**config.mk**
```make
export PLATFORM = sky130hd
export DESIGN_NAME = radio_packet_handler
export DESIGN_NICKNAME = d
export VERILOG_FILES = /design/src/rtl/radio_packet_pkg.sv /design/src/rtl/radio_packet_handler.sv /design/src/rtl/crc_white_unit.sv
export SDC_FILE = /design/constraint.sdc
export NUM_CORES = 2
export LEC_CHECK = 0
export BUFFER_PORTS_ARGS = -buffer_cell sky130_fd_sc_hd__buf_2
export CAP_MARGIN = 20
export CORE_MARGIN = 8
export CORE_UTILIZATION = 57
export CTS_CLUSTER_DIAMETER = 40
export CTS_CLUSTER_SIZE = 10
export DETAILED_ROUTE_END_ITERATION = 12
export GPL_ROUTABILITY_DRIVEN = 1
export GPL_TIMING_DRIVEN = 0
export PLACE_DENSITY = 0.74
export REMOVE_ABC_BUFFERS = 1
export SLEW_MARGIN = 20
export SYNTH_ARGS = -nofsm -noshare
export SYNTH_HDL_FRONTEND = slang
export SYNTH_SLANG_ARGS = --single-unit
```
**constraint.sdc**
```tcl
create_clock -name CLK_IN -period 6.1 [get_ports CLK_IN]
set_input_delay 1.22 -clock CLK_IN [delete_from_list [all_inputs] [get_ports CLK_IN]]
set_output_delay 1.22 -clock CLK_IN [all_outputs]
set_load 0.01 [all_outputs]
```
**src/rtl/radio_packet_pkg.sv**
```systemverilog
/*
  types, field layouts and constants shared by the packet handler files.
  assumes nothing beyond a systemverilog compiler.
*/
package radio_packet_pkg;

  // ------------------------------------------------------------
  // modes and states
  // ------------------------------------------------------------
  typedef enum logic [1:0] {
    MODE_SLEEP = 2'h0,
    MODE_STBY = 2'h1,
    MODE_RX = 2'h3,
    MODE_TX = 2'h2
  } mode_t;

  typedef enum logic [2:0] {
    TX_FILL = 3'h0,
    TX_PRE = 3'h1,
    TX_SYNC = 3'h3,
    TX_PAY = 3'h2,
    TX_CRC = 3'h6
  } tx_state_t;

  typedef enum logic [1:0] {
    RX_SEARCH = 2'h0,
    RX_PAY = 2'h1,
    RX_CRC = 2'h3,
    RX_HOLD = 2'h2
  } rx_state_t;

  // ------------------------------------------------------------
  // settings carried as packed structs
  // ------------------------------------------------------------
  typedef struct packed {
    logic pkt_variable;
    logic [7:0] payload_length;
    logic [7:0] node_address;
    logic [1:0] address_filter;
    logic crc_on;
    logic crc_autoclear;
    logic manchester_on;
    logic whitening_on;
    logic [1:0] preamble_size;
    logic fifo_standby_access;
    logic [1:0] fifo_size;
    logic [5:0] fifo_threshold;
  } framer_settings_t;

  typedef struct packed {
    logic tx_start_on_first;
  } event_settings_t;

  typedef struct packed {
    logic [1:0] sync_size;
    logic [1:0] sync_tolerance;
  } receiver_settings_t;

  // ------------------------------------------------------------
  // constants
  // ------------------------------------------------------------
  localparam int FIFO_DEPTH_DEF = 64;
  localparam int FIFO_STEP = 16;
  localparam logic [7:0] PREAMBLE_BYTE = 8'hAA;
  localparam logic [7:0] ADDR_BCAST_LOW = 8'h00;
  localparam logic [7:0] ADDR_BCAST_HIGH = 8'hFF;
  localparam logic [1:0] FILT_NODE = 2'h1;
  localparam logic [1:0] FILT_NODE_LOW = 2'h2;
  localparam logic [1:0] FILT_NODE_BOTH = 2'h3;
  localparam logic [15:0] CRC_POLY = 16'h1021;
  localparam logic [15:0] CRC_INIT = 16'hFFFF;
  localparam logic [8:0] WHITE_INIT = 9'h1FF;
  localparam int WHITE_TAP = 5;
  localparam logic [3:0] BYTE_LAST = 4'h7;
  localparam logic [3:0] CRC_LAST = 4'hF;
  localparam logic [7:0] BYTE_RST = 8'h00;

  // one serial step of the checksum, msb first
  function automatic logic [15:0] crc_next(input logic [15:0] crc, input logic b);
    crc_next = {crc[14:0], 1'b0} ^ ((crc[15] ^ b) ? CRC_POLY : 16'h0000);
  endfunction

endpackage

```
**src/rtl/radio_packet_handler.sv**
```systemverilog
/*
  packet handler: payload fifo, transmit framer and receive deframer.
  assumes host strobes on CLK_IN; link clock and rx data are async pins.
*/
// Function
// - fixed or variable format, fifo 16..64 bytes
// - fixed length from length setting, at least one
// - variable length from first byte, at least two
// - send preamble, sync, payload, optional checksum
// - start on first byte or on threshold
// - standby-filled fifo checked on entering transmit
// - flag done, stay in transmit mode
// - filler preamble bytes, finish byte before start
// - strip preamble, sync, checksum; store payload only
// - payload ready event; crc good if enabled
// - failed checksum clears fifo unless autoclear off
// - hold after packet until fifo empty
// - bit sync and sync search always on
// - sync match starts payload and raises sync
// - filter 01 accepts node address only
// - filter 10 also accepts 0x00
// - filter 11 also accepts 0x00 and 0xFF
// - address byte kept, filtering receive only
// - length byte below maximum, kept in fifo
// - compare checksum, report status and event
// - ccitt checksum catching leading, trailing zeros
// - manchester chips on payload and checksum only
// - 9-bit whitening on payload and checksum
`timescale 1ns/10ps
module radio_packet_handler #(
  parameter int DEPTH = 64
) (
  input wire logic CLK_IN,
  input wire logic ARST_N_IN,
  input wire radio_packet_pkg::mode_t MODE_IN,
  input wire radio_packet_pkg::framer_settings_t FRAMER_SETTINGS_IN,
  input wire radio_packet_pkg::event_settings_t EVENT_SETTINGS_IN,
  input wire radio_packet_pkg::receiver_settings_t RECEIVER_SETTINGS_IN,
  input wire logic [31:0] SYNC_PATTERN_VALUE_IN,
  input wire logic FIFO_WR_IN,
  input wire logic [7:0] FIFO_WDATA_IN,
  input wire logic FIFO_RD_IN,
  output logic [7:0] FIFO_RDATA_OUT,
  output logic FIFO_EMPTY_OUT,
  output logic FIFO_FULL_OUT,
  output logic [6:0] FIFO_LEVEL_OUT,
  input wire logic LINK_CLK_IN,
  input wire logic RX_DATA_IN,
  output logic TX_DATA_OUT,
  output logic TX_DONE_OUT,
  output logic SYNC_OUT,
  output logic PAYLOAD_READY_OUT,
  output logic CRC_OK_OUT,
  output logic CRC_STATUS_OUT
);
  import radio_packet_pkg::*;

  localparam int AW = $clog2(DEPTH);
  localparam int CW = $clog2(DEPTH + 1);

  if (DEPTH < FIFO_STEP || DEPTH > FIFO_DEPTH_DEF || DEPTH % FIFO_STEP != 0) begin : g_depth_check
    $error("DEPTH must be 16, 32, 48 or 64");
  end

  // ------------------------------------------------------------
  // functions
  // ------------------------------------------------------------
  function automatic logic [CW-1:0] fifo_cap(input logic [1:0] sel);
    logic [7:0] c;
    c = 8'(({6'h00, sel} + 8'h01) * 8'(FIFO_STEP));
    if (c > 8'(DEPTH)) c = 8'(DEPTH);
    return CW'(c);
  endfunction

  function automatic logic [7:0] sync_byte(input logic [31:0] pat, input logic [1:0] k);
    logic [31:0] t;
    t = pat << {k, 3'b000};
    return t[31:24];
  endfunction

  function automatic logic sync_hit(input logic [31:0] sr, input logic [31:0] pat, input receiver_settings_t rs);
    logic [31:0] diff;
    logic [5:0] errs;
    diff = (sr ^ (pat >> {2'h3 - rs.sync_size, 3'b000})) & (32'hFFFF_FFFF >> {2'h3 - rs.sync_size, 3'b000});
    errs = 6'h00;
    for (int i = 0; i < 32; i++) begin
      errs = errs + {5'h00, diff[i]};
    end
    return errs <= {4'h0, rs.sync_tolerance};
  endfunction

  function automatic logic addr_ok(input logic [7:0] a, input framer_settings_t fs);
    unique case (fs.address_filter)
      FILT_NODE: return a == fs.node_address;
      FILT_NODE_LOW: return a == fs.node_address || a == ADDR_BCAST_LOW;
      FILT_NODE_BOTH: return a == fs.node_address || a == ADDR_BCAST_LOW || a == ADDR_BCAST_HIGH;
      default: return 1'b1;
    endcase
  endfunction

  // ------------------------------------------------------------
  // declarations
  // ------------------------------------------------------------
  framer_settings_t fs;
  logic lclk_m_q, lclk_s_q, lclk_d_q, rxd_m_q, rxd_s_q, link_rise, link_fall;
  logic [7:0] mem_q [DEPTH], mem_d [DEPTH];
  logic [AW-1:0] wr_q, wr_d, rd_q, rd_d;
  logic [CW-1:0] count_q, count_d, cap;
  logic [7:0] rdata_q, rdata_d, head;
  logic fifo_empty, fifo_full, host_wr, host_rd, push, pop, start_cond;
  tx_state_t tx_st_q, tx_st_d;
  logic [7:0] tx_sh_q, tx_sh_d, tx_rem_q, tx_rem_d;
  logic [3:0] tx_bit_q, tx_bit_d;
  logic [1:0] tx_cnt_q, tx_cnt_d;
  logic tx_half_q, tx_half_d, tx_out_q, tx_out_d, tx_done_q, tx_done_d;
  logic tx_pop, tx_init, tx_crc_step, tx_white_step, tx_sec, tx_wb, tx_adv;
  logic [15:0] tx_crc_now, crc_val;
  rx_state_t rx_st_q, rx_st_d;
  logic [31:0] rx_sr_q, rx_sr_d;
  logic [15:0] rx_sh_q, rx_sh_d;
  logic [7:0] rx_rem_q, rx_rem_d, rx_byte, rx_rem_new;
  logic [3:0] rx_bit_q, rx_bit_d;
  logic [1:0] rx_idx_q, rx_idx_d;
  logic rx_half_q, rx_half_d, ready_q, ready_d, crc_ok_q, crc_ok_d, status_q, status_d, sync_q, sync_d;
  logic rx_push, rx_flush, rx_init, rx_crc_step, rx_white_step, rx_sec, rx_db, rx_take, rx_fin, rx_match;
  logic rx_is_len, rx_is_adr, rx_reject, white_bit;

  assign fs = FRAMER_SETTINGS_IN;

  // ------------------------------------------------------------
  // pin synchronisers and link clock edges
  // ------------------------------------------------------------
  always_ff @(posedge CLK_IN or negedge ARST_N_IN) begin
    if (!ARST_N_IN) begin
      lclk_m_q <= 1'b0;
      lclk_s_q <= 1'b0;
      lclk_d_q <= 1'b0;
      rxd_m_q <= 1'b0;
      rxd_s_q <= 1'b0;
    end else begin
      lclk_m_q <= LINK_CLK_IN;
      lclk_s_q <= lclk_m_q;
      lclk_d_q <= lclk_s_q;
      rxd_m_q <= RX_DATA_IN;
      rxd_s_q <= rxd_m_q;
    end
  end

  // tx changes on the falling edge so the modem samples a settled bit
  assign link_rise = lclk_s_q & ~lclk_d_q;
  assign link_fall = ~lclk_s_q & lclk_d_q;

  // ------------------------------------------------------------
  // payload fifo
  // ------------------------------------------------------------
  assign cap = fifo_cap(fs.fifo_size);
  assign fifo_empty = count_q == '0;
  assign fifo_full = count_q >= cap;
  assign head = mem_q[rd_q];
  assign host_wr = FIFO_WR_IN && (MODE_IN == MODE_TX || (MODE_IN == MODE_STBY && fs.fifo_standby_access));
  assign host_rd = FIFO_RD_IN && !fifo_empty && (MODE_IN == MODE_RX || (MODE_IN == MODE_STBY && fs.fifo_standby_access));
  assign push = (host_wr || rx_push) && !fifo_full;
  assign pop = host_rd || (tx_pop && !fifo_empty);
  // level test: standby-filled data is seen as transmit mode is entered
  assign start_cond = EVENT_SETTINGS_IN.tx_start_on_first ? !fifo_empty
                      : count_q >= CW'(fs.fifo_threshold);

  always_comb begin
    mem_d = mem_q;
    wr_d = wr_q;
    rd_d = rd_q;
    count_d = count_q;
    rdata_d = host_rd ? head : rdata_q;
    if (rx_flush) begin
      wr_d = '0;
      rd_d = '0;
      count_d = '0;
    end else begin
      if (push) begin
        mem_d[wr_q] = host_wr ? FIFO_WDATA_IN : rx_byte;
        wr_d = (wr_q == AW'(DEPTH - 1)) ? '0 : wr_q + 1'b1;
      end
      if (pop) begin
        rd_d = (rd_q == AW'(DEPTH - 1)) ? '0 : rd_q + 1'b1;
      end
      count_d = count_q + CW'(push) - CW'(pop);
    end
  end

  // ------------------------------------------------------------
  // transmit framer
  // ------------------------------------------------------------
  always_comb begin
    tx_st_d = tx_st_q;
    tx_sh_d = tx_sh_q;
    tx_bit_d = tx_bit_q;
    tx_cnt_d = tx_cnt_q;
    tx_rem_d = tx_rem_q;
    tx_half_d = tx_half_q;
    tx_out_d = tx_out_q;
    tx_done_d = tx_done_q;
    tx_pop = 1'b0;
    tx_init = 1'b0;
    tx_crc_step = 1'b0;
    tx_white_step = 1'b0;
    tx_adv = 1'b0;
    tx_sec = tx_st_q == TX_PAY || tx_st_q == TX_CRC;
    tx_wb = tx_sh_q[7] ^ (fs.whitening_on & tx_sec & white_bit);
    if (MODE_IN != MODE_TX) begin
      tx_st_d = TX_FILL;
      tx_sh_d = PREAMBLE_BYTE;
      tx_bit_d = '0;
      tx_half_d = 1'b0;
      tx_out_d = 1'b0;
      tx_done_d = 1'b0;
    end else if (link_fall) begin
      if (fs.manchester_on && tx_sec && tx_half_q) begin
        tx_out_d = ~tx_out_q;
        tx_half_d = 1'b0;
        tx_adv = 1'b1;
      end else begin
        tx_out_d = tx_wb;
        tx_crc_step = tx_st_q == TX_PAY;
        tx_white_step = tx_sec;
        tx_half_d = fs.manchester_on && tx_sec;
        tx_adv = !(fs.manchester_on && tx_sec);
      end
    end
    tx_crc_now = tx_crc_step ? crc_next(crc_val, tx_sh_q[7]) : crc_val;
    if (tx_adv) begin
      tx_sh_d = {tx_sh_q[6:0], 1'b0};
      tx_bit_d = tx_bit_q + 1'b1;
      if (tx_bit_q == BYTE_LAST) begin
        tx_bit_d = '0;
        tx_sh_d = PREAMBLE_BYTE; // filler keeps running between packets
        unique case (tx_st_q)
          TX_FILL: if (start_cond) begin // switch only at a byte boundary
            tx_st_d = TX_PRE;
            tx_cnt_d = '0;
            tx_done_d = 1'b0;
          end
          TX_PRE: if (tx_cnt_q == fs.preamble_size) begin
            tx_st_d = TX_SYNC;
            tx_cnt_d = '0;
            tx_sh_d = sync_byte(SYNC_PATTERN_VALUE_IN, 2'h0);
          end else begin
            tx_cnt_d = tx_cnt_q + 1'b1;
          end
          TX_SYNC: if (tx_cnt_q == RECEIVER_SETTINGS_IN.sync_size) begin
            tx_st_d = TX_PAY;
            tx_init = 1'b1;
            tx_pop = 1'b1; // fifo holds payload only
            tx_sh_d = fifo_empty ? BYTE_RST : head;
            tx_rem_d = fs.pkt_variable ? head : fs.payload_length - 8'h01;
          end else begin
            tx_cnt_d = tx_cnt_q + 1'b1;
            tx_sh_d = sync_byte(SYNC_PATTERN_VALUE_IN, tx_cnt_q + 2'h1);
          end
          TX_PAY: if (tx_rem_q != BYTE_RST) begin
            tx_pop = 1'b1;
            tx_sh_d = fifo_empty ? BYTE_RST : head;
            tx_rem_d = tx_rem_q - 8'h01;
          end else if (fs.crc_on) begin
            tx_st_d = TX_CRC;
            tx_cnt_d = '0;
            tx_sh_d = ~tx_crc_now[15:8]; // inverted checksum exposes trailing zeros
          end else begin
            tx_st_d = TX_FILL;
            tx_done_d = 1'b1;
          end
          TX_CRC: if (tx_cnt_q == '0) begin
            tx_cnt_d = 2'h1;
            tx_sh_d = ~crc_val[7:0];
          end else begin
            tx_st_d = TX_FILL;
            tx_done_d = 1'b1; // stays in transmit until the host changes mode
          end
          default: tx_st_d = TX_FILL;
        endcase
      end
    end
  end

  // ------------------------------------------------------------
  // receive deframer
  // ------------------------------------------------------------
  always_comb begin
    rx_st_d = rx_st_q;
    rx_sr_d = rx_sr_q;
    rx_sh_d = rx_sh_q;
    rx_rem_d = rx_rem_q;
    rx_bit_d = rx_bit_q;
    rx_idx_d = rx_idx_q;
    rx_half_d = rx_half_q;
    ready_d = ready_q;
    crc_ok_d = crc_ok_q;
    status_d = status_q;
    sync_d = 1'b0;
    rx_push = 1'b0;
    rx_flush = 1'b0;
    rx_init = 1'b0;
    rx_crc_step = 1'b0;
    rx_white_step = 1'b0;
    rx_take = 1'b0;
    rx_fin = 1'b0;
    rx_sec = rx_st_q == RX_PAY || rx_st_q == RX_CRC;
    rx_db = rxd_s_q ^ (fs.whitening_on & rx_sec & white_bit);
    rx_byte = {rx_sh_q[6:0], rx_db};
    rx_match = {rx_sh_q[14:0], rx_db} == ~crc_val;
    rx_is_len = fs.pkt_variable && rx_idx_q == 2'h0;
    rx_is_adr = fs.address_filter != 2'h0 && rx_idx_q == {1'b0, fs.pkt_variable};
    rx_rem_new = rx_is_len ? rx_byte : (rx_idx_q == 2'h0 ? fs.payload_length - 8'h01 : rx_rem_q - 8'h01);
    rx_reject = (rx_is_len && (rx_byte >= fs.payload_length || rx_byte == BYTE_RST))
                || (rx_is_adr && !addr_ok(rx_byte, fs));
    if (MODE_IN != MODE_RX) begin
      rx_st_d = RX_SEARCH;
      rx_half_d = 1'b0;
      ready_d = 1'b0;
      crc_ok_d = 1'b0;
    end else begin
      if (rx_st_q == RX_HOLD && fifo_empty) begin
        rx_st_d = RX_SEARCH; // next packet only once the host drained the fifo
        ready_d = 1'b0;
        crc_ok_d = 1'b0;
      end
      if (link_rise) begin
        unique case (rx_st_q)
          RX_SEARCH: begin
            rx_sr_d = {rx_sr_q[30:0], rxd_s_q}; // sync search always runs
            if (fifo_empty && sync_hit(rx_sr_d, SYNC_PATTERN_VALUE_IN, RECEIVER_SETTINGS_IN)) begin
              rx_st_d = RX_PAY; // preamble and sync never reach the fifo
              rx_init = 1'b1;
              rx_bit_d = '0;
              rx_idx_d = '0;
              rx_half_d = 1'b0;
              sync_d = 1'b1;
            end
          end
          RX_PAY, RX_CRC: if (fs.manchester_on && rx_half_q) begin
            rx_half_d = 1'b0; // second chip carries no new information
          end else begin
            rx_half_d = fs.manchester_on;
            rx_take = 1'b1;
          end
          default: ;
        endcase
      end
      if (rx_take) begin
        rx_white_step = 1'b1;
        rx_crc_step = rx_st_q == RX_PAY;
        rx_sh_d = {rx_sh_q[14:0], rx_db};
        rx_bit_d = rx_bit_q + 1'b1;
        if (rx_st_q == RX_PAY && rx_bit_q[2:0] == BYTE_LAST[2:0]) begin
          rx_bit_d = '0;
          if (rx_reject) begin
            rx_flush = 1'b1;
            rx_st_d = RX_SEARCH;
          end else begin
            rx_push = 1'b1; // length and address bytes kept
            rx_rem_d = rx_rem_new;
            rx_idx_d = (rx_idx_q == 2'h3) ? rx_idx_q : rx_idx_q + 2'h1;
            if (rx_rem_new == BYTE_RST) begin
              rx_st_d = fs.crc_on ? RX_CRC : RX_HOLD;
              rx_fin = !fs.crc_on;
            end
          end
        end else if (rx_st_q == RX_CRC && rx_bit_q == CRC_LAST) begin
          rx_fin = 1'b1; // checksum bytes are compared, never stored
        end
      end
      if (rx_fin) begin
        if (fs.crc_on && !rx_match && fs.crc_autoclear) begin
          rx_flush = 1'b1;
          rx_st_d = RX_SEARCH;
          status_d = 1'b0;
        end else begin
          rx_st_d = RX_HOLD;
          ready_d = 1'b1;
          crc_ok_d = fs.crc_on && rx_match;
          status_d = fs.crc_on ? rx_match : status_q;
        end
      end
    end
  end

  crc_white_unit u_crc_white (
    .clk_in(CLK_IN),
    .arst_n_in(ARST_N_IN),
    .init_in(tx_init | rx_init),
    .crc_step_in(tx_crc_step | rx_crc_step),
    .data_bit_in(tx_crc_step ? tx_sh_q[7] : rx_db),
    .white_step_in(tx_white_step | rx_white_step),
    .crc_out(crc_val),
    .white_bit_out(white_bit)
  );

  // ------------------------------------------------------------
  // state registers
  // ------------------------------------------------------------
  always_ff @(posedge CLK_IN or negedge ARST_N_IN) begin
    if (!ARST_N_IN) begin
      for (int i = 0; i < DEPTH; i++) begin
        mem_q[i] <= BYTE_RST;
      end
      wr_q <= '0;
      rd_q <= '0;
      count_q <= '0;
      rdata_q <= BYTE_RST;
      tx_st_q <= TX_FILL;
      tx_sh_q <= PREAMBLE_BYTE;
      tx_bit_q <= '0;
      tx_cnt_q <= '0;
      tx_rem_q <= BYTE_RST;
      tx_half_q <= 1'b0;
      tx_out_q <= 1'b0;
      tx_done_q <= 1'b0;
      rx_st_q <= RX_SEARCH;
      rx_sr_q <= '0;
      rx_sh_q <= '0;
      rx_rem_q <= BYTE_RST;
      rx_bit_q <= '0;
      rx_idx_q <= '0;
      rx_half_q <= 1'b0;
      ready_q <= 1'b0;
      crc_ok_q <= 1'b0;
      status_q <= 1'b0;
      sync_q <= 1'b0;
    end else begin
      mem_q <= mem_d;
      wr_q <= wr_d;
      rd_q <= rd_d;
      count_q <= count_d;
      rdata_q <= rdata_d;
      tx_st_q <= tx_st_d;
      tx_sh_q <= tx_sh_d;
      tx_bit_q <= tx_bit_d;
      tx_cnt_q <= tx_cnt_d;
      tx_rem_q <= tx_rem_d;
      tx_half_q <= tx_half_d;
      tx_out_q <= tx_out_d;
      tx_done_q <= tx_done_d;
      rx_st_q <= rx_st_d;
      rx_sr_q <= rx_sr_d;
      rx_sh_q <= rx_sh_d;
      rx_rem_q <= rx_rem_d;
      rx_bit_q <= rx_bit_d;
      rx_idx_q <= rx_idx_d;
      rx_half_q <= rx_half_d;
      ready_q <= ready_d;
      crc_ok_q <= crc_ok_d;
      status_q <= status_d;
      sync_q <= sync_d;
    end
  end

  assign FIFO_RDATA_OUT = rdata_q;
  assign FIFO_EMPTY_OUT = fifo_empty;
  assign FIFO_FULL_OUT = fifo_full;
  assign FIFO_LEVEL_OUT = 7'(count_q);
  assign TX_DATA_OUT = tx_out_q;
  assign TX_DONE_OUT = tx_done_q;
  assign SYNC_OUT = sync_q;
  assign PAYLOAD_READY_OUT = ready_q;
  assign CRC_OK_OUT = crc_ok_q;
  assign CRC_STATUS_OUT = status_q;
endmodule

```
**src/rtl/crc_white_unit.sv**
```systemverilog
/*
  serial checksum generator and 9-bit whitening sequence, shared by
  transmit and receive. assumes the caller steps it once per data bit.
*/
`timescale 1ns/10ps
module crc_white_unit (
  input wire logic clk_in,
  input wire logic arst_n_in,
  input wire logic init_in,
  input wire logic crc_step_in,
  input wire logic data_bit_in,
  input wire logic white_step_in,
  output logic [15:0] crc_out,
  output logic white_bit_out
);
  import radio_packet_pkg::*;

  logic [15:0] crc_q, crc_d;
  logic [8:0] lfsr_q, lfsr_d;

  // ------------------------------------------------------------
  // next values
  // ------------------------------------------------------------
  always_comb begin
    crc_d = crc_q;
    lfsr_d = lfsr_q;
    if (init_in) begin
      crc_d = CRC_INIT;
      lfsr_d = WHITE_INIT;
    end else begin
      if (crc_step_in) begin
        crc_d = crc_next(crc_q, data_bit_in);
      end
      if (white_step_in) begin
        lfsr_d = {lfsr_q[0] ^ lfsr_q[WHITE_TAP], lfsr_q[8:1]};
      end
    end
  end

  always_ff @(posedge clk_in or negedge arst_n_in) begin
    if (!arst_n_in) begin
      crc_q <= CRC_INIT;
      lfsr_q <= WHITE_INIT;
    end else begin
      crc_q <= crc_d;
      lfsr_q <= lfsr_d;
    end
  end

  assign crc_out = crc_q;
  assign white_bit_out = lfsr_q[0];
endmodule

```
==> metrics.md <==
| Metric | Value |
|---|---|
| Remaining DRCs | 0 |
| TritonCTS Buffers | 99 |
| Final instance area | 40000 um2 |
| Violation count after the first detailed-route iteration | 2656 |
| Clk_skew | 0.0208 ns |
| Wire per inst | 25.6 um |
| CP required | 6.64 ns |
| R2r endpoint | rx_bit_q[3] |
| Reg-to-reg startpoint | rx_sr_q[10] |
| RD Place Congestion | 0.923 |
| Largest net degree at the start of global routing | 169 |
| Crit path launch type | input port |
| Violated checks | negative setup slack |
| Clk sink count | 664 |
| GRT Overall Usage | 27.6% |
| CP Class | in -> reg |
| WP depth | 23 |
| CP Data Arrival Time | 7.32 ns |
| Final setup vio count | 34 |
| Commonest non-fill, non-tap cell in the layout | dfrtp_1 |
| First-pass GRT wire length | 151000 um |
| DRT Wirelength | 97600 um |
| Final HPWL DP | 63600 um |
| Initial antenna violation count | 1 |
| Die H | 263 um |
| Lkg Pwr | 18.1 nW |
| Share of cells above drive strength 1 | 31.5% |
| Post-synth EDFFs | 0 |
| H-tree depth | 3 |
| Critical-path cell list | buf_16 > buf_6 > mux4_2 > xnor2_2 > fa_1 > fa_1 > fa_1 > inv_1 > fa_1 > fa_1 > fa_1 > ha_2 > inv_2 > fa_1 > inv_2 > ha_4 > nor2b_4 > o21ai_2 > o2111ai_4 > or2_4 > nand2_4 > nand2_2 > a32o_1 |
| Ys Warns | 0 |
| Ant diodes | 0 |
| Distinct cells, synth | 74 |
| Post-synthesis sequential area ratio | 48.0% |
| Critical path capture point type | flop |
| Peak VDD IR | 0.544 mV |
| Critical path peak fanout | 8 |
| Finished Core Util | 66.4% |
| PwrDens | 384 nW/um2 |
| Total grt overflow | 0 |
| DRT antenna net count | 0 |
| Worst-path clk slew | 0.05 ns |
| End point of the critical path | rx_bit_q[3] |
| Vias in the first global route | 26.2k |
| Worst setup margin | -0.682 ns |
| Critical Path Start | RECEIVER_SETTINGS_IN[2] |
| Final Hold Fails | 0 |
| Die Wd | 263 um |
| Max Cap Viol | 0 |
| Cells after synthesis | 2908 |
| Full die area | 69100 um2 |
| CTS root buffer | clkbuf_16 |
| Post-synth ARST share | 100% |
| Detailed-route via count | 25.4k |
| Least-Margin Pin Slew | 1.27 ns |
| CP delay by family, top | adder cells |
| Worst-skew pair later-pin latency | 0.66 ns |
| Core area | 60200 um2 |
| Starting Density | 57.6% |
| Row count | 90 |
| Most common flop cell mapped by yosys | dfrtp_1 |
| Clk buf depth | 3 |
| Tmin final | 6.78 ns |
| Hold Buf Count CTS | 0 |
| Slowest CP cell | fa_1 |
| Area after DPL | 36300 um2 |
| Mapped cell area | 34700 um2 |
| Via density | 6.66 |
| Seq cells post-synth | 664 |
| Detailed Routing Iterations Pass 1 | 9 |
| Dpl ws | -2.76 ns |
| Final net count | 3124 |
| Max Slew Vio Count | 0 |
| Final period util | 111% |
| TritonCTS clock tree | yes |
| Area delta synth->final | 15.2% |
| RSZ-0062 raised after global routing | yes |
| Register-to-register setup slack | -0.10 ns |
| Max-slew headroom | 14.7% |
| Reg2reg path depth | 23 |
| Hold crit path type | reg -> reg |
| Minimum hold slack | 0.354 ns |
| Most frequent cells in the layout | dfrtp_1, o21ai_0, mux2_2 |
| I/O pin count | 110 |
| Status | complete, but fails checks |
| Port Buffers | 109 |
| Crit path top cell by count | fa_1 |
| Average size of a mapped cell | 11.9 um2 |
| Peak Freq | 147 MHz |
| Bufs and invs on worst path | 5 |
| Worst path max stage delay | 0.56 ns |
==> layout make-up <==
| class | instances | area (um2) |
|---|---|---|
| Sequential cell | 664 | 16700 |
| Tap cell | 782 | 978 |
| Fill cell | 4197 | 20200 |
| Clock inverter | 50 | 618 |
| Timing Repair Buffer | 151 | 1430 |
| Inverter | 87 | 342 |
| Multi-Input combinational cell | 1962 | 17300 |
| Clock buffer | 124 | 2700 |
==> cells in the mapped netlist (all sizes together), types with 9 or more instances <==
master	number	area, um2
or3	11	68.8
ha	47	588
mux4	112	2520
xor2	35	314
dfstp	29	762
nor2b	11	68.8
xnor2	57	499
nand4	9	56.3
nor2	62	233
fa	25	500
nand2b	18	113
buf	50	270
a211oi	26	195
nand3	61	310
o22ai	28	175
o31ai	11	82.6
inv	86	325
nand2	188	706
mux2	403	4540
clkbuf	146	548
nor3	30	150
dfrtp	635	15900
nor4	44	717
o221ai	41	359
and3	12	75.1
nor3b	9	67.6
and2	13	81.3
a31oi	10	62.6
a21o	11	82.6
mux2i	116	1160
a21oi	43	215
o21ai	423	2120
a22oi	10	75.1
==> where the power goes <==
group          internal, mW  switching (mW)
registers              4.68           0.398
logic                  1.83            2.78
clock network          3.54            2.14
==> sequential cells by signal (all words and copies together) (netlist names), 6 cells and up <==
register,count
rx_rem_q,8
u_crc_white.lfsr_q,9
rd_q,6
FIFO_LEVEL_OUT,7
tx_sh_q,8
tx_rem_q,8
rx_sh_q,15
FIFO_RDATA_OUT,8
rx_sr_q,31
mem_q,512
wr_q,6
u_crc_white.crc_out,16
==> kinds of logic after synthesis <==
group	share of synthesized area, %
AO/OA/AOI/OAI	11.3
flip-flops	48.0
multiplexers	23.7
AND/OR/NAND/NOR	8.30
buffers and inverters	3.30
XOR/XNOR	2.34
adder cells (fa/ha/maj)	3.14
==> worst register-to-register path: cells and delay by family, from the launching register on <==
kind / cells / cell delay [ns]
adder cells (fa/ha/maj): 9 / 3.95
AND/OR/NAND/NOR: 5 / 0.71
AO/OA/AOI/OAI: 4 / 0.65
flip-flops: 1 / 0.43
buffers and inverters: 4 / 0.19
XOR/XNOR: 1 / 0.15
==> layer usage <==
layer  share of wire (%)  track usage (%)
met1                  38             34.6
met2                  48             45.5
met3                 8.5             5.93
met4                 5.2             13.5
met5               0.013                0
==> stage by stage <==
| stage | TNS, ns | power [mW] | instances |
|---|---|---|---|
| floorplan | -77.85 | 7.70 | 2712 |
| global placement | -6575.65 | 8.91 | 3603 |
| global route | -25.99 | 16.0 | 3820 |
| finish | -20.86 | 15.4 | 3820 |
| CTS | -21.18 | 15.1 | 3817 |
| detailed placement | -87.54 | 9.16 | 3635 |
==> what timing repair did <==
| action | CTS | global route |
|---|---|---|
| gates cloned | 1 | 1 |
| endpoints found under the setup margin | 35 | 35 |
| resized for setup | 45 | 23 |
| setup buffers | 7 | 2 |
| pin swaps | 19 | 6 |
==> how the worst min path moves through the flow <==
stage | to | cells after the start | start
floorplan | lclk_s_q | 0 | lclk_m_q
global placement | rxd_s_q | 0 | rxd_m_q
detailed placement | lclk_s_q | 0 | lclk_m_q
CTS | lclk_s_q | 0 | lclk_m_q
global route | lclk_s_q | 0 | lclk_m_q
finish | lclk_s_q | 0 | lclk_m_q
Note: power is estimated with default switching activity, not from simulation.
